`config.mk`:
```
export PLATFORM = sky130hd
export DESIGN_NAME = irq_and_supply_flags
export DESIGN_NICKNAME = d
export VERILOG_FILES = /design/src/ext_irq_cell.v /design/src/periph_flag_cell.v /design/src/irq_and_supply_flags.v
export VERILOG_INCLUDE_DIRS = /design/src /design/src/src
export SDC_FILE = /design/constraint.sdc
export NUM_CORES = 1
export LEC_CHECK = 0
export BUFFER_PORTS_ARGS = -buffer_cell sky130_fd_sc_hd__buf_2
export CAP_MARGIN = 20
export CELL_PAD_IN_SITES_DETAIL_PLACEMENT = 1
export CELL_PAD_IN_SITES_GLOBAL_PLACEMENT = 2
export CORE_UTILIZATION = 30
export DETAILED_ROUTE_END_ITERATION = 8
export HOLD_SLACK_MARGIN = 0.06
export PLACE_DENSITY_LB_ADDON = 0.08
export SYNTH_ARGS = -nofsm -noshare
export SYNTH_HDL_FRONTEND = slang
export SYNTH_SLANG_ARGS = --single-unit
```
`constraint.sdc`:
```
create_clock -name pclk -period 2.2 [get_ports pclk]
set_input_delay 0.22 -clock pclk [delete_from_list [all_inputs] [get_ports pclk]]
set_output_delay 0.22 -clock pclk [all_outputs]
set_load 0.01 [all_outputs]
```
`src/irq_regs.vh`:
```
// How it works
// External vector only when pending and mask clear
// External interrupt wakes processor from Halt
// Per-source sensitivity selected by configuration field
// Edge request latched, cleared on routine entry
// Low enabled pin masks combined source request
// Peripheral raises only if unmasked and enabled
// Otherwise peripheral request stays latched, pending
// Clear by writing zero or status-then-data access
// Clear sequence also drops pending latch
// Low-voltage reset flag set by hardware, read-clears
// Flag undefined when low-voltage detector disabled
// Short dip under wakeup interval need not set
// External clock: not in Halt, run above 10MHz
// Flag survives external and watchdog resets
// Supply warning flag read-only, hardware level
// Enabled warning flag rising raises interrupt request
// Warning interrupt enable is software read/write
// Warning request cleared on routine entry
`ifndef IRQ_REGS_VH
`define IRQ_REGS_VH
// Register indices; byte address is four times the index.
`define IDX_SYS_INTEGRITY 8'h3a
`define IDX_WARN_THRESHOLD 8'h3e
`define IDX_EXT_CONFIG 8'h40
`define IDX_PIN_ENABLE 8'h41
`define IDX_PERIPH_CONTROL 8'h42
`define IDX_PERIPH_STATUS 8'h43
`define IDX_PERIPH_DATA 8'h44
`define IDX_IRQ_STATUS 8'h45
`define IDX_IRQ_MASK 8'h46
// Field positions in the system integrity register.
`define BIT_WARN_IE 0
`define BIT_WARN_FLAG 1
`define BIT_LV_RESET 2
// Reset values and writable masks.
`define RST_SYS_INTEGRITY 8'h60
`define WMASK_SYS_INTEGRITY 8'h61
`define RST_WARN_THRESHOLD 8'h03
`define WMASK_WARN_THRESHOLD 8'he3
// Sensitivity codes.
`define SENS_LOW_LEVEL 2'h0
`define SENS_RISING 2'h1
`define SENS_FALLING 2'h2
`define SENS_BOTH 2'h3
// Timing: wakeup interval and clock period in ns.
`define WAKEUP_INTERVAL_NS 33000
`define CLK_PERIOD_NS 50
`define WAKEUP_CYCLES ((`WAKEUP_INTERVAL_NS + `CLK_PERIOD_NS - 1) / `CLK_PERIOD_NS)
`endif

```
`src/ext_irq_cell.v`:
```
`default_nettype none
`include "irq_regs.vh"
// One external interrupt source: sensitivity decode and request latch.
module ext_irq_cell
(
   input wire pclk,
   input wire presetn,
   input wire src,
   input wire gate,
   input wire [1:0] sens,
   input wire ack,
   output wire pending
);
   reg src_q; // Previous source level for edge detection.
   reg latch_q; // Captured edge request.
   wire rise; // Rising edge seen this cycle.
   wire fall; // Falling edge seen this cycle.
   wire edge_hit; // Edge that matches the selected sensitivity.
   assign rise = src & ~src_q;
   assign fall = ~src & src_q;
   // Sensitivity picks which edge is captured.
   assign edge_hit = (sens == `SENS_RISING) ? rise :
                     (sens == `SENS_FALLING) ? fall :
                     (sens == `SENS_BOTH) ? (rise | fall) : 1'b0;
   // Edge requests latch; entering the routine clears them, a new edge wins.
   always @(posedge pclk or negedge presetn)
   begin
      if (!presetn)
      begin
         src_q <= 1'b1;
         latch_q <= 1'b0;
      end
      else
      begin
         src_q <= src;
         if (edge_hit)
            latch_q <= 1'b1;
         else if (ack || sens == `SENS_LOW_LEVEL)
            latch_q <= 1'b0;
      end
   end
   // Low-level mode follows the pin; the gate masks a combined source.
   assign pending = gate & ((sens == `SENS_LOW_LEVEL) ? ~src : latch_q);
endmodule // ext_irq_cell
`default_nettype wire

```
`src/periph_flag_cell.v`:
```
`default_nettype none
// One peripheral status flag with its pending latch and clear paths.
module periph_flag_cell
(
   input wire pclk,
   input wire presetn,
   input wire set_evt,
   input wire wr_zero,
   input wire seq_clear,
   input wire enable,
   input wire imask,
   output wire flag,
   output wire request
);
   reg flag_q; // The flag doubles as the pending latch.
   // Either clear path drops the latch; an event in the same cycle wins.
   always @(posedge pclk or negedge presetn)
   begin
      if (!presetn)
         flag_q <= 1'b0;
      else if (set_evt)
         flag_q <= 1'b1;
      else if (wr_zero || seq_clear)
         flag_q <= 1'b0;
   end
   assign flag = flag_q;
   // Request only reaches the core while unmasked and enabled.
   assign request = flag_q & enable & ~imask;
endmodule // periph_flag_cell
`default_nettype wire

```
`src/irq_and_supply_flags.v`:
```
// The APB interface to the registers was left to the implementer.
`default_nettype none
`include "irq_regs.vh"
// Interrupt controller with supply supervision flags, APB register access.
module irq_and_supply_flags
(
   input wire pclk,
   input wire presetn,
   input wire por_n,
   input wire [9:0] paddr,
   input wire psel,
   input wire penable,
   input wire pwrite,
   input wire [31:0] pwdata,
   output reg [31:0] prdata,
   output reg pready,
   output reg pslverr,
   input wire imask,
   input wire halt_mode,
   input wire [1:0] ext_ack,
   input wire warn_ack,
   input wire ext_pin0,
   input wire [3:0] ext_group_pins,
   input wire [3:0] periph_event,
   input wire lv_reset_event,
   input wire lv_supply_below,
   input wire lvd_enabled,
   input wire clk_external,
   input wire external_clock_input_fast,
   input wire supply_below_warn,
   output reg [1:0] ext_vector_req,
   output reg wake_halt,
   output reg [3:0] periph_irq,
   output reg warn_irq_req,
   output reg irq
);
   localparam integer WAKEUP_FULL = `WAKEUP_CYCLES; // Least dip length, rounded up.
   localparam [9:0] WAKEUP_CYCLES = WAKEUP_FULL[9:0]; // Cut to the counter width.

   // Decode a word address into a register index; valid only when aligned.
   function [7:0] reg_index;
      input [9:0] addr;
      begin
         reg_index = addr[9:2];
      end
   endfunction

   reg [7:0] sys_q; // Bits 6:5 and bit 0 are stored here.
   reg lv_flag_q; // Low-voltage reset flag, reset only at power-on.
   reg [7:0] warn_thr_q; // Threshold select, steers nothing inside.
   reg [3:0] ext_cfg_q; // Two bits of sensitivity per source.
   reg [3:0] pin_en_q; // Interrupt enable per combined-group pin.
   reg [3:0] per_ctl_q; // Peripheral interrupt enables.
   reg [3:0] armed_q; // Flags seen set during a status access.
   reg [4:0] irq_stat_q; // Sticky summary status.
   reg [4:0] irq_mask_q; // Summary mask, one enables.
   reg warn_flag_q; // Supply warning flag as last sampled.
   reg warn_pend_q; // Pending supply warning interrupt.
   reg [9:0] dip_cnt_q; // Cycles the supply has stayed under threshold.
   reg dip_long_q; // Dip lasted at least the wakeup interval.
   reg [1:0] ext_pend_q; // Previous pending, for event edges.
   reg [3:0] per_req_q; // Previous peripheral requests.

   wire [7:0] idx; // Index of the addressed register.
   wire setup; // Setup or first access cycle awaiting answer.
   wire commit; // Edge at which the transfer completes.
   wire wr; // Write completes this cycle.
   wire rd; // Read completes this cycle.
   wire mapped; // Address hits a register.
   wire group_src; // Combined source level.
   wire [1:0] ext_pend; // Pending external requests.
   wire [3:0] per_flag; // Peripheral flags.
   wire [3:0] per_req; // Peripheral requests toward the core.
   wire [3:0] per_wr_zero; // Write of zero to a set status bit.
   wire per_seq_clr; // Data register access finishing a clear sequence.
   wire warn_rise; // Warning flag just became set.
   wire lv_qualify; // Low-voltage reset should be recorded.
   wire [4:0] irq_events; // One-cycle events into the summary.
   reg [7:0] rd_mux; // Read data before it is registered.

   // Every access gets exactly one wait state.
   // Setup is the first access cycle; commit is the edge that sees pready high.
   // Side effects such as read-clear act only at commit, once per access.
   assign idx = reg_index(paddr);
   assign setup = psel & penable & ~pready;
   assign commit = psel & penable & pready;
   assign wr = commit & pwrite & mapped;
   assign rd = commit & ~pwrite & mapped;
   assign mapped = (paddr[1:0] == 2'h0) &&
                   (idx == `IDX_SYS_INTEGRITY || idx == `IDX_WARN_THRESHOLD ||
                    (idx >= `IDX_EXT_CONFIG && idx <= `IDX_IRQ_MASK));

   // A low level on any enabled group pin holds the combined source low.
   assign group_src = &(ext_group_pins | ~pin_en_q);

   // Both sources use one cell so that edge capture behaves alike.
   // The group needs its own gate: a low pin must hide a request
   // that was latched earlier, not only block new edges.
   // Source 0 is a plain pin; source 1 is the combined group, gated by it.
   ext_irq_cell u_ext0
   (
      .pclk(pclk),
      .presetn(presetn),
      .src(ext_pin0),
      .gate(1'b1),
      .sens(ext_cfg_q[1:0]),
      .ack(ext_ack[0]),
      .pending(ext_pend[0])
   );
   ext_irq_cell u_ext1
   (
      .pclk(pclk),
      .presetn(presetn),
      .src(group_src),
      .gate(group_src),
      .sens(ext_cfg_q[3:2]),
      .ack(ext_ack[1]),
      .pending(ext_pend[1])
   );

   // Status writes clear bits written as zero; the data register ends a sequence.
   assign per_wr_zero = (wr && idx == `IDX_PERIPH_STATUS) ? ~pwdata[3:0] : 4'h0;
   assign per_seq_clr = commit && mapped && idx == `IDX_PERIPH_DATA;

   // One flag cell per peripheral event line.
   // The flag is the pending latch, so a clear also drops the request.
   genvar g;
   generate
      for (g = 0; g < 4; g = g + 1)
      begin : g_periph
         periph_flag_cell u_flag
         (
            .pclk(pclk),
            .presetn(presetn),
            .set_evt(periph_event[g]),
            .wr_zero(per_wr_zero[g]),
            .seq_clear(per_seq_clr & armed_q[g]),
            .enable(per_ctl_q[g]),
            .imask(imask),
            .flag(per_flag[g]),
            .request(per_req[g])
         );
      end
   endgenerate

   // Remember which flags were set when status was accessed.
   always @(posedge pclk or negedge presetn)
   begin
      if (!presetn)
         armed_q <= 4'h0;
      else if (commit && mapped && idx == `IDX_PERIPH_STATUS)
         armed_q <= per_flag;
      else if (per_seq_clr)
         armed_q <= 4'h0;
   end

   // The counter stops at the wakeup interval and then holds the mark.
   // Only power-on reset or the supply rising back clears it, so a low-voltage reset taken
   // during a dip does not restart the measurement.
   // Measure how long the supply stays under the reset threshold.
   always @(posedge pclk or negedge por_n)
   begin
      if (!por_n)
      begin
         dip_cnt_q <= 10'h000;
         dip_long_q <= 1'b0;
      end
      else if (!lv_supply_below)
      begin
         dip_cnt_q <= 10'h000;
         dip_long_q <= 1'b0;
      end
      else if (dip_cnt_q < WAKEUP_CYCLES)
         dip_cnt_q <= dip_cnt_q + 10'h001;
      else
         dip_long_q <= 1'b1;
   end

   // With the external clock the dip length is still measured but never used.
   // Halt stops that clock, so a reset taken in Halt is never recorded.
   // Clock source decides whether a low-voltage reset gets recorded.
   assign lv_qualify = lv_reset_event &&
                       (clk_external ? (!halt_mode && external_clock_input_fast) : dip_long_q);

   // A set and a read in one cycle keep the flag, so no failure is lost.
   // Power-on reset only: other resets leave the record in place.
   always @(posedge pclk or negedge por_n)
   begin
      if (!por_n)
         lv_flag_q <= 1'b0;
      else if (lv_qualify)
         lv_flag_q <= 1'b1;
      else if (rd && idx == `IDX_SYS_INTEGRITY)
         lv_flag_q <= 1'b0;
   end

   // A warning pending when the enable is cleared stays pending.
   // Warning flag tracks the supply; its rising edge raises a request.
   assign warn_rise = supply_below_warn & ~warn_flag_q;
   always @(posedge pclk or negedge presetn)
   begin
      if (!presetn)
      begin
         warn_flag_q <= 1'b0;
         warn_pend_q <= 1'b0;
      end
      else
      begin
         warn_flag_q <= supply_below_warn;
         if (warn_rise && sys_q[`BIT_WARN_IE])
            warn_pend_q <= 1'b1;
         else if (warn_ack)
            warn_pend_q <= 1'b0;
      end
   end

   // Unused bits are masked on write, so reads return only what is stored.
   // Status registers have their own clear paths and are not written here.
   // Software registers; writes land at the completing edge.
   always @(posedge pclk or negedge presetn)
   begin
      if (!presetn)
      begin
         sys_q <= `RST_SYS_INTEGRITY;
         warn_thr_q <= `RST_WARN_THRESHOLD;
         ext_cfg_q <= 4'h0;
         pin_en_q <= 4'h0;
         per_ctl_q <= 4'h0;
         irq_mask_q <= 5'h00;
      end
      else if (wr)
      begin
         case (idx)
            `IDX_SYS_INTEGRITY: sys_q <= pwdata[7:0] & `WMASK_SYS_INTEGRITY;
            `IDX_WARN_THRESHOLD: warn_thr_q <= pwdata[7:0] & `WMASK_WARN_THRESHOLD;
            `IDX_EXT_CONFIG: ext_cfg_q <= pwdata[3:0];
            `IDX_PIN_ENABLE: pin_en_q <= pwdata[3:0];
            `IDX_PERIPH_CONTROL: per_ctl_q <= pwdata[3:0];
            `IDX_IRQ_MASK: irq_mask_q <= pwdata[4:0];
            default: sys_q <= sys_q;
         endcase
      end
   end

   // Each summary bit takes an edge of its source, not its level, so a
   // source that stays high sets the bit once until software clears it.
   // Summary events: external pending rise, peripheral request rise, warning.
   assign irq_events = {warn_rise & sys_q[`BIT_WARN_IE],
                        |(per_req & ~per_req_q),
                        1'b0,
                        ext_pend & ~ext_pend_q};

   // Sticky summary bits; write one clears, a fresh event wins.
   always @(posedge pclk or negedge presetn)
   begin
      if (!presetn)
      begin
         irq_stat_q <= 5'h00;
         ext_pend_q <= 2'h0;
         per_req_q <= 4'h0;
      end
      else
      begin
         ext_pend_q <= ext_pend;
         per_req_q <= per_req;
         if (wr && idx == `IDX_IRQ_STATUS)
            irq_stat_q <= (irq_stat_q & ~pwdata[4:0]) | irq_events;
         else
            irq_stat_q <= irq_stat_q | irq_events;
      end
   end

   // With the detector off, software must treat the flag bit as meaningless.
   // The zero it reads then carries no information.
   // Read multiplexer; an undefined low-voltage flag reads as zero.
   always @*
   begin
      rd_mux = 8'h00;
      case (idx)
         `IDX_SYS_INTEGRITY:
         begin
            rd_mux = sys_q;
            rd_mux[`BIT_LV_RESET] = lv_flag_q & lvd_enabled;
            rd_mux[`BIT_WARN_FLAG] = warn_flag_q;
         end
         `IDX_WARN_THRESHOLD: rd_mux = warn_thr_q;
         `IDX_EXT_CONFIG: rd_mux = {4'h0, ext_cfg_q};
         `IDX_PIN_ENABLE: rd_mux = {4'h0, pin_en_q};
         `IDX_PERIPH_CONTROL: rd_mux = {4'h0, per_ctl_q};
         `IDX_PERIPH_STATUS: rd_mux = {4'h0, per_flag};
         `IDX_PERIPH_DATA: rd_mux = {4'h0, armed_q};
         `IDX_IRQ_STATUS: rd_mux = {3'h0, irq_stat_q};
         `IDX_IRQ_MASK: rd_mux = {3'h0, irq_mask_q};
         default: rd_mux = 8'h00;
      endcase
   end

   // One wait state: answer registered in the first access cycle.
   // Registering prdata costs a cycle but keeps outputs glitch free.
   always @(posedge pclk or negedge presetn)
   begin
      if (!presetn)
      begin
         prdata <= 32'h00000000;
         pready <= 1'b0;
         pslverr <= 1'b0;
      end
      else if (setup)
      begin
         pready <= 1'b1;
         pslverr <= ~mapped;
         prdata <= (mapped && !pwrite) ? {24'h000000, rd_mux} : 32'h00000000;
      end
      else
      begin
         prdata <= 32'h00000000; // Read data stands only while pready is high.
         pready <= 1'b0;
         pslverr <= 1'b0;
      end
   end

   // The global mask acts after the latches, so a masked request stays
   // pending and appears as soon as the mask is lifted.
   // The summary interrupt ignores the global mask; the core applies it.
   // Core-facing outputs, all registered.
   always @(posedge pclk or negedge presetn)
   begin
      if (!presetn)
      begin
         ext_vector_req <= 2'h0;
         wake_halt <= 1'b0;
         periph_irq <= 4'h0;
         warn_irq_req <= 1'b0;
         irq <= 1'b0;
      end
      else
      begin
         ext_vector_req <= ext_pend & {2{~imask}};
         wake_halt <= halt_mode & (|ext_pend);
         periph_irq <= per_req;
         warn_irq_req <= warn_pend_q & ~imask;
         irq <= |(irq_stat_q & irq_mask_q);
      end
   end
endmodule // irq_and_supply_flags
`default_nettype wire

```
==> metrics.txt <==
# TYPE chip_impl_metric gauge
chip_impl_info{name="run_status",value="finished clean"} 1
chip_impl_metric{name="synth-seq-cells",unit=""} 77
chip_impl_metric{name="antenna_violating_nets_post_route",unit=""} 0
chip_impl_metric{name="drc",unit=""} 0
chip_impl_info{name="synth_area_leader_cell",value="sky130_fd_sc_hd__dfrtp_1"} 1
chip_impl_metric{name="floorplan.core_area",unit="mm2"} 0.0126
chip_impl_metric{name="synth_simple_gate_area_share",unit="%"} 17.3
chip_impl_metric{name="die_height",unit="um"} 116
chip_impl_metric{name="tritoncts_num_sinks",unit=""} 77
chip_impl_info{name="critical-path-top-delay-family",value="simple AND/OR/NAND/NOR gates"} 1
chip_impl_metric{name="synthXorXnorAreaFrac",unit="%"} 0.225
chip_impl_metric{name="slew-limit-headroom",unit="%"} 61.4
chip_impl_metric{name="yosys_warnings",unit=""} 0
chip_impl_metric{name="synth_enable_flop_cells",unit=""} 0
chip_impl_metric{name="via_count",unit=""} 2910
chip_impl_metric{name="clk_pin_slew_worst_paths",unit="ns"} 0.06
chip_impl_metric{name="num_antenna_cells",unit=""} 0
chip_impl_metric{name="gr-usage-all-layers",unit="%"} 16.7
chip_impl_metric{name="reg2reg_slack",unit="ns"} 0.53
chip_impl_metric{name="hold_viol",unit=""} 0
chip_impl_metric{name="clockBufferDepth",unit=""} 2
chip_impl_metric{name="cap_viol_max_count",unit=""} 0
chip_impl_metric{name="fin_clk_skew",unit="ns"} 0.00634
chip_impl_metric{name="path_buf_inv",unit=""} 1
chip_impl_info{name="crit_path_class",value="in2reg"} 1
chip_impl_metric{name="wire_per_inst",unit="um"} 16.7
chip_impl_info{name="netlist_top_cells_area",value="sky130_fd_sc_hd__dfrtp_1, sky130_fd_sc_hd__mux2_2, sky130_fd_sc_hd__buf_4, sky130_fd_sc_hd__dfstp_2, sky130_fd_sc_hd__nor2_1"} 1
chip_impl_info{name="critical_path_endpoint_category",value="flip-flop"} 1
chip_impl_metric{name="worst_skew_pair.late_latency",unit="ns"} 0.34
chip_impl_metric{name="final-seq-area",unit="mm2"} 0.00193
chip_impl_metric{name="dp_hpwl",unit="mm"} 7.58
chip_impl_metric{name="multi_input_gate_area_in_the_final_layout",unit="mm2"} 0.00174
chip_impl_metric{name="nNetsFinal",unit=""} 506
chip_impl_info{name="clk_root_buffer_cell",value="sky130_fd_sc_hd__clkbuf_16"} 1
chip_impl_metric{name="area_growth",unit="%"} 21.4
chip_impl_metric{name="port_buffers",unit=""} 62
chip_impl_metric{name="routed_wirelength",unit="mm"} 10.2
chip_impl_metric{name="synth.distinct_cells",unit=""} 61
chip_impl_info{name="worstHoldPathType",value="in2reg"} 1
chip_impl_metric{name="slew_violations",unit=""} 0
chip_impl_metric{name="initial_utilization",unit="%"} 30.8
chip_impl_metric{name="detailedRoute.firstPassIterationCount",unit=""} 4
chip_impl_metric{name="cp_data_arrival_time",unit="ns"} 1.93
chip_impl_metric{name="power.static_leakage",unit="nW"} 2.25
chip_impl_metric{name="tightestPinTransition",unit="ns"} 0.571
chip_impl_metric{name="post_synth.cell_area_avg",unit="um2"} 10.9
chip_impl_metric{name="first_pass_grt_wire_length",unit="mm"} 16.6
chip_impl_metric{name="synthesis.area",unit="mm2"} 0.00388
chip_impl_info{name="cp_slowest_cell",value="sky130_fd_sc_hd__or4b_4"} 1
chip_impl_info{name="synth_top_family_by_area",value="simple AND/OR/NAND/NOR gates"} 1
chip_impl_info{name="rsz_0062_raised_after_global_routing",value="false"} 1
chip_impl_metric{name="synth-seq-area-share",unit="%"} 49.8
chip_impl_metric{name="power_density",unit="mW/mm2"} 675
chip_impl_info{name="ys_dominant_reg_cell",value="sky130_fd_sc_hd__dfrtp_1"} 1
chip_impl_metric{name="critical_path_peak_fanout",unit=""} 5
chip_impl_metric{name="max_freq",unit="GHz"} 0.584
chip_impl_metric{name="initial_drc_count",unit=""} 65
chip_impl_metric{name="timing.critical_path.required",unit="ns"} 2.42
chip_impl_metric{name="synth-adder-area-share",unit="%"} 1.61
chip_impl_metric{name="power.ir.vdd_worst",unit="mV"} 0.274
chip_impl_metric{name="die_w",unit="um"} 116
chip_impl_metric{name="placementRows",unit=""} 41
chip_impl_metric{name="route.detailed.vias_per_inst",unit=""} 4.77
chip_impl_metric{name="synth_compound_area_share",unit="%"} 12.2
chip_impl_metric{name="grt_remaining_overflow",unit=""} 0
chip_impl_metric{name="layout.filler_cells",unit=""} 1442
chip_impl_metric{name="grt_pass1_vias",unit=""} 3020
chip_impl_metric{name="min_period_over_period",unit="%"} 77.9
chip_impl_info{name="setup.worst_path.start_class",value="input pin"} 1
chip_impl_metric{name="globalplace.congestion",unit=""} 0.765
chip_impl_metric{name="grt_start_max_net_pins",unit=""} 66
chip_impl_metric{name="synth_async_sr_flop_share",unit="%"} 100
chip_impl_metric{name="cts_inserted_buffers",unit=""} 9
chip_impl_info{name="cells_along_the_critical_path",value="buf_2, or4b_4, nor3_4, nor4b_4, mux2_2"} 1
chip_impl_metric{name="pin_count",unit=""} 111
chip_impl_metric{name="critical-path-max-stage-delay",unit="ns"} 0.60
chip_impl_metric{name="yosysTopAreaCellShare",unit="%"} 45.7
chip_impl_metric{name="muxShareOfSynthArea",unit="%"} 11.2
chip_impl_info{name="tritoncts",value="done"} 1
chip_impl_metric{name="setup_total_negative_slack",unit="ns"} 0
chip_impl_metric{name="share_of_layout_cells_above_drive_strength_1",unit="%"} 31.5
chip_impl_metric{name="antenna_found_initial",unit=""} 0
chip_impl_metric{name="die_area",unit="mm2"} 0.0134
chip_impl_metric{name="ctsHtreeMaxLevel",unit=""} 3
chip_impl_metric{name="final.min_clock_period",unit="ns"} 1.71
chip_impl_metric{name="post_synth_inst_count",unit=""} 357
chip_impl_metric{name="report.final.setup_viol",unit=""} 0
chip_impl_metric{name="total_power",unit="mW"} 3.19
through the flow:
step	area (um2)	hold slack, ns	cells	utilization, %	worst slack [ns]
floorplan	3970	-0.0756	380	-	0.433
global placement	4370	0.125	590	34.7	0.204
global route	4720	0.0859	610	37.4	0.419
CTS	4720	0.0732	610	37.4	0.492
detailed placement	4370	0.128	590	34.7	0.150
finish	4720	0.0886	610	37.4	0.487
where the power goes:
part / switching [mW] / leakage (nW) / internal [mW]
logic: 0.145 / 1.10 / 0.0761
clock network: 0.582 / 0.149 / 0.937
registers: 0.0142 / 1.00 / 1.43
synthesized netlist by cell type (all sizes together), types with 9 or more instances:
cell type / n
a21oi: 10
buf: 29
dfrtp: 71
inv: 16
mux2: 27
mux2i: 11
nand2: 19
nand3: 9
nor2: 31
nor2b: 10
nor3: 11
o21ai: 14
path summary, 6_finish.rpt:
check / endpoint / startpoint / cells after the start
worst max register to register: warn_thr_q[6] / pready / 3
worst min register to register: irq_stat_q[1] / ext_pend_q[1] / 1
worst min-delay path: warn_pend_q / warn_ack / 2
max in group asynchronous: u_ext0.src_q / presetn / 3
min in group asynchronous: dip_cnt_q[0] / por_n / 2
worst max-delay path: pin_en_q[2] / paddr[6] / 5
metal layers:
metal	up-vias	track usage, %	part of all wire [%]
li1	1388	-	-
met3	9	2.62	2.8
met1	1451	23.3	50
met5	-	0	0
met2	62	25.8	46
met4	0	6.92	1.6
cells in the final DEF (no fill, tap or decap), types with 8 or more instances in the layout:
master / instances
sky130_fd_sc_hd__a21oi_1: 10
sky130_fd_sc_hd__buf_2: 62
sky130_fd_sc_hd__buf_4: 12
sky130_fd_sc_hd__clkbuf_16: 9
sky130_fd_sc_hd__conb_1: 24
sky130_fd_sc_hd__dfrtp_1: 71
sky130_fd_sc_hd__inv_1: 16
sky130_fd_sc_hd__mux2_2: 27
sky130_fd_sc_hd__mux2i_1: 11
sky130_fd_sc_hd__nand2_1: 19
sky130_fd_sc_hd__nand3_1: 8
sky130_fd_sc_hd__nand4_1: 8
sky130_fd_sc_hd__nor2_1: 31
sky130_fd_sc_hd__nor2b_1: 10
sky130_fd_sc_hd__nor3_1: 9
sky130_fd_sc_hd__o21ai_0: 14
sky130_fd_sc_hd__or3_1: 8
sequential cells by signal, indices dropped and copies added (netlist names), 2 cells and up:
| signal | flops |
|---|---|
| armed_q | 4 |
| ext_pend_q | 2 |
| irq_mask_q | 5 |
| ext_cfg_q | 4 |
| sys_q | 3 |
| dip_cnt_q | 10 |
| g_periph.u_flag.flag | 4 |
| prdata | 8 |
| ext_vector_req | 2 |
| pin_en_q | 4 |
| irq_stat_q | 5 |
| warn_thr_q | 5 |
| periph_irq | 4 |
| per_ctl_q | 4 |
cells by family (layout without fill, tap and decap cells):
logic type      Yosys count  after routing
xor+xnor                  1              1
buf+inv                  53            111
other cells               1             24
compound gates           67             67
flops                    77             77
mux                      39             39
fa+ha+maj                 5              5
simple gates            114            114
final cells by class:
type | instances | share of cell area, %
Multi-Input combinational cell | 250 | 36.9
Tap cell | 172 | 4.56
Inverter | 16 | 1.27
Clock buffer | 12 | 5.44
Clock inverter | 4 | 1.01
Sequential cell | 77 | 41.0
Timing Repair Buffer | 79 | 9.76
timing repair:
| item | CTS | global route |
|---|---|---|
| setup buffers | 0 | 0 |
| hold endpoints to repair | 73 | 0 |
| hold buffers | 4 | 0 |
| resized for setup | 0 | 0 |
No activity file was read; power rests on OpenSTA's default activity.
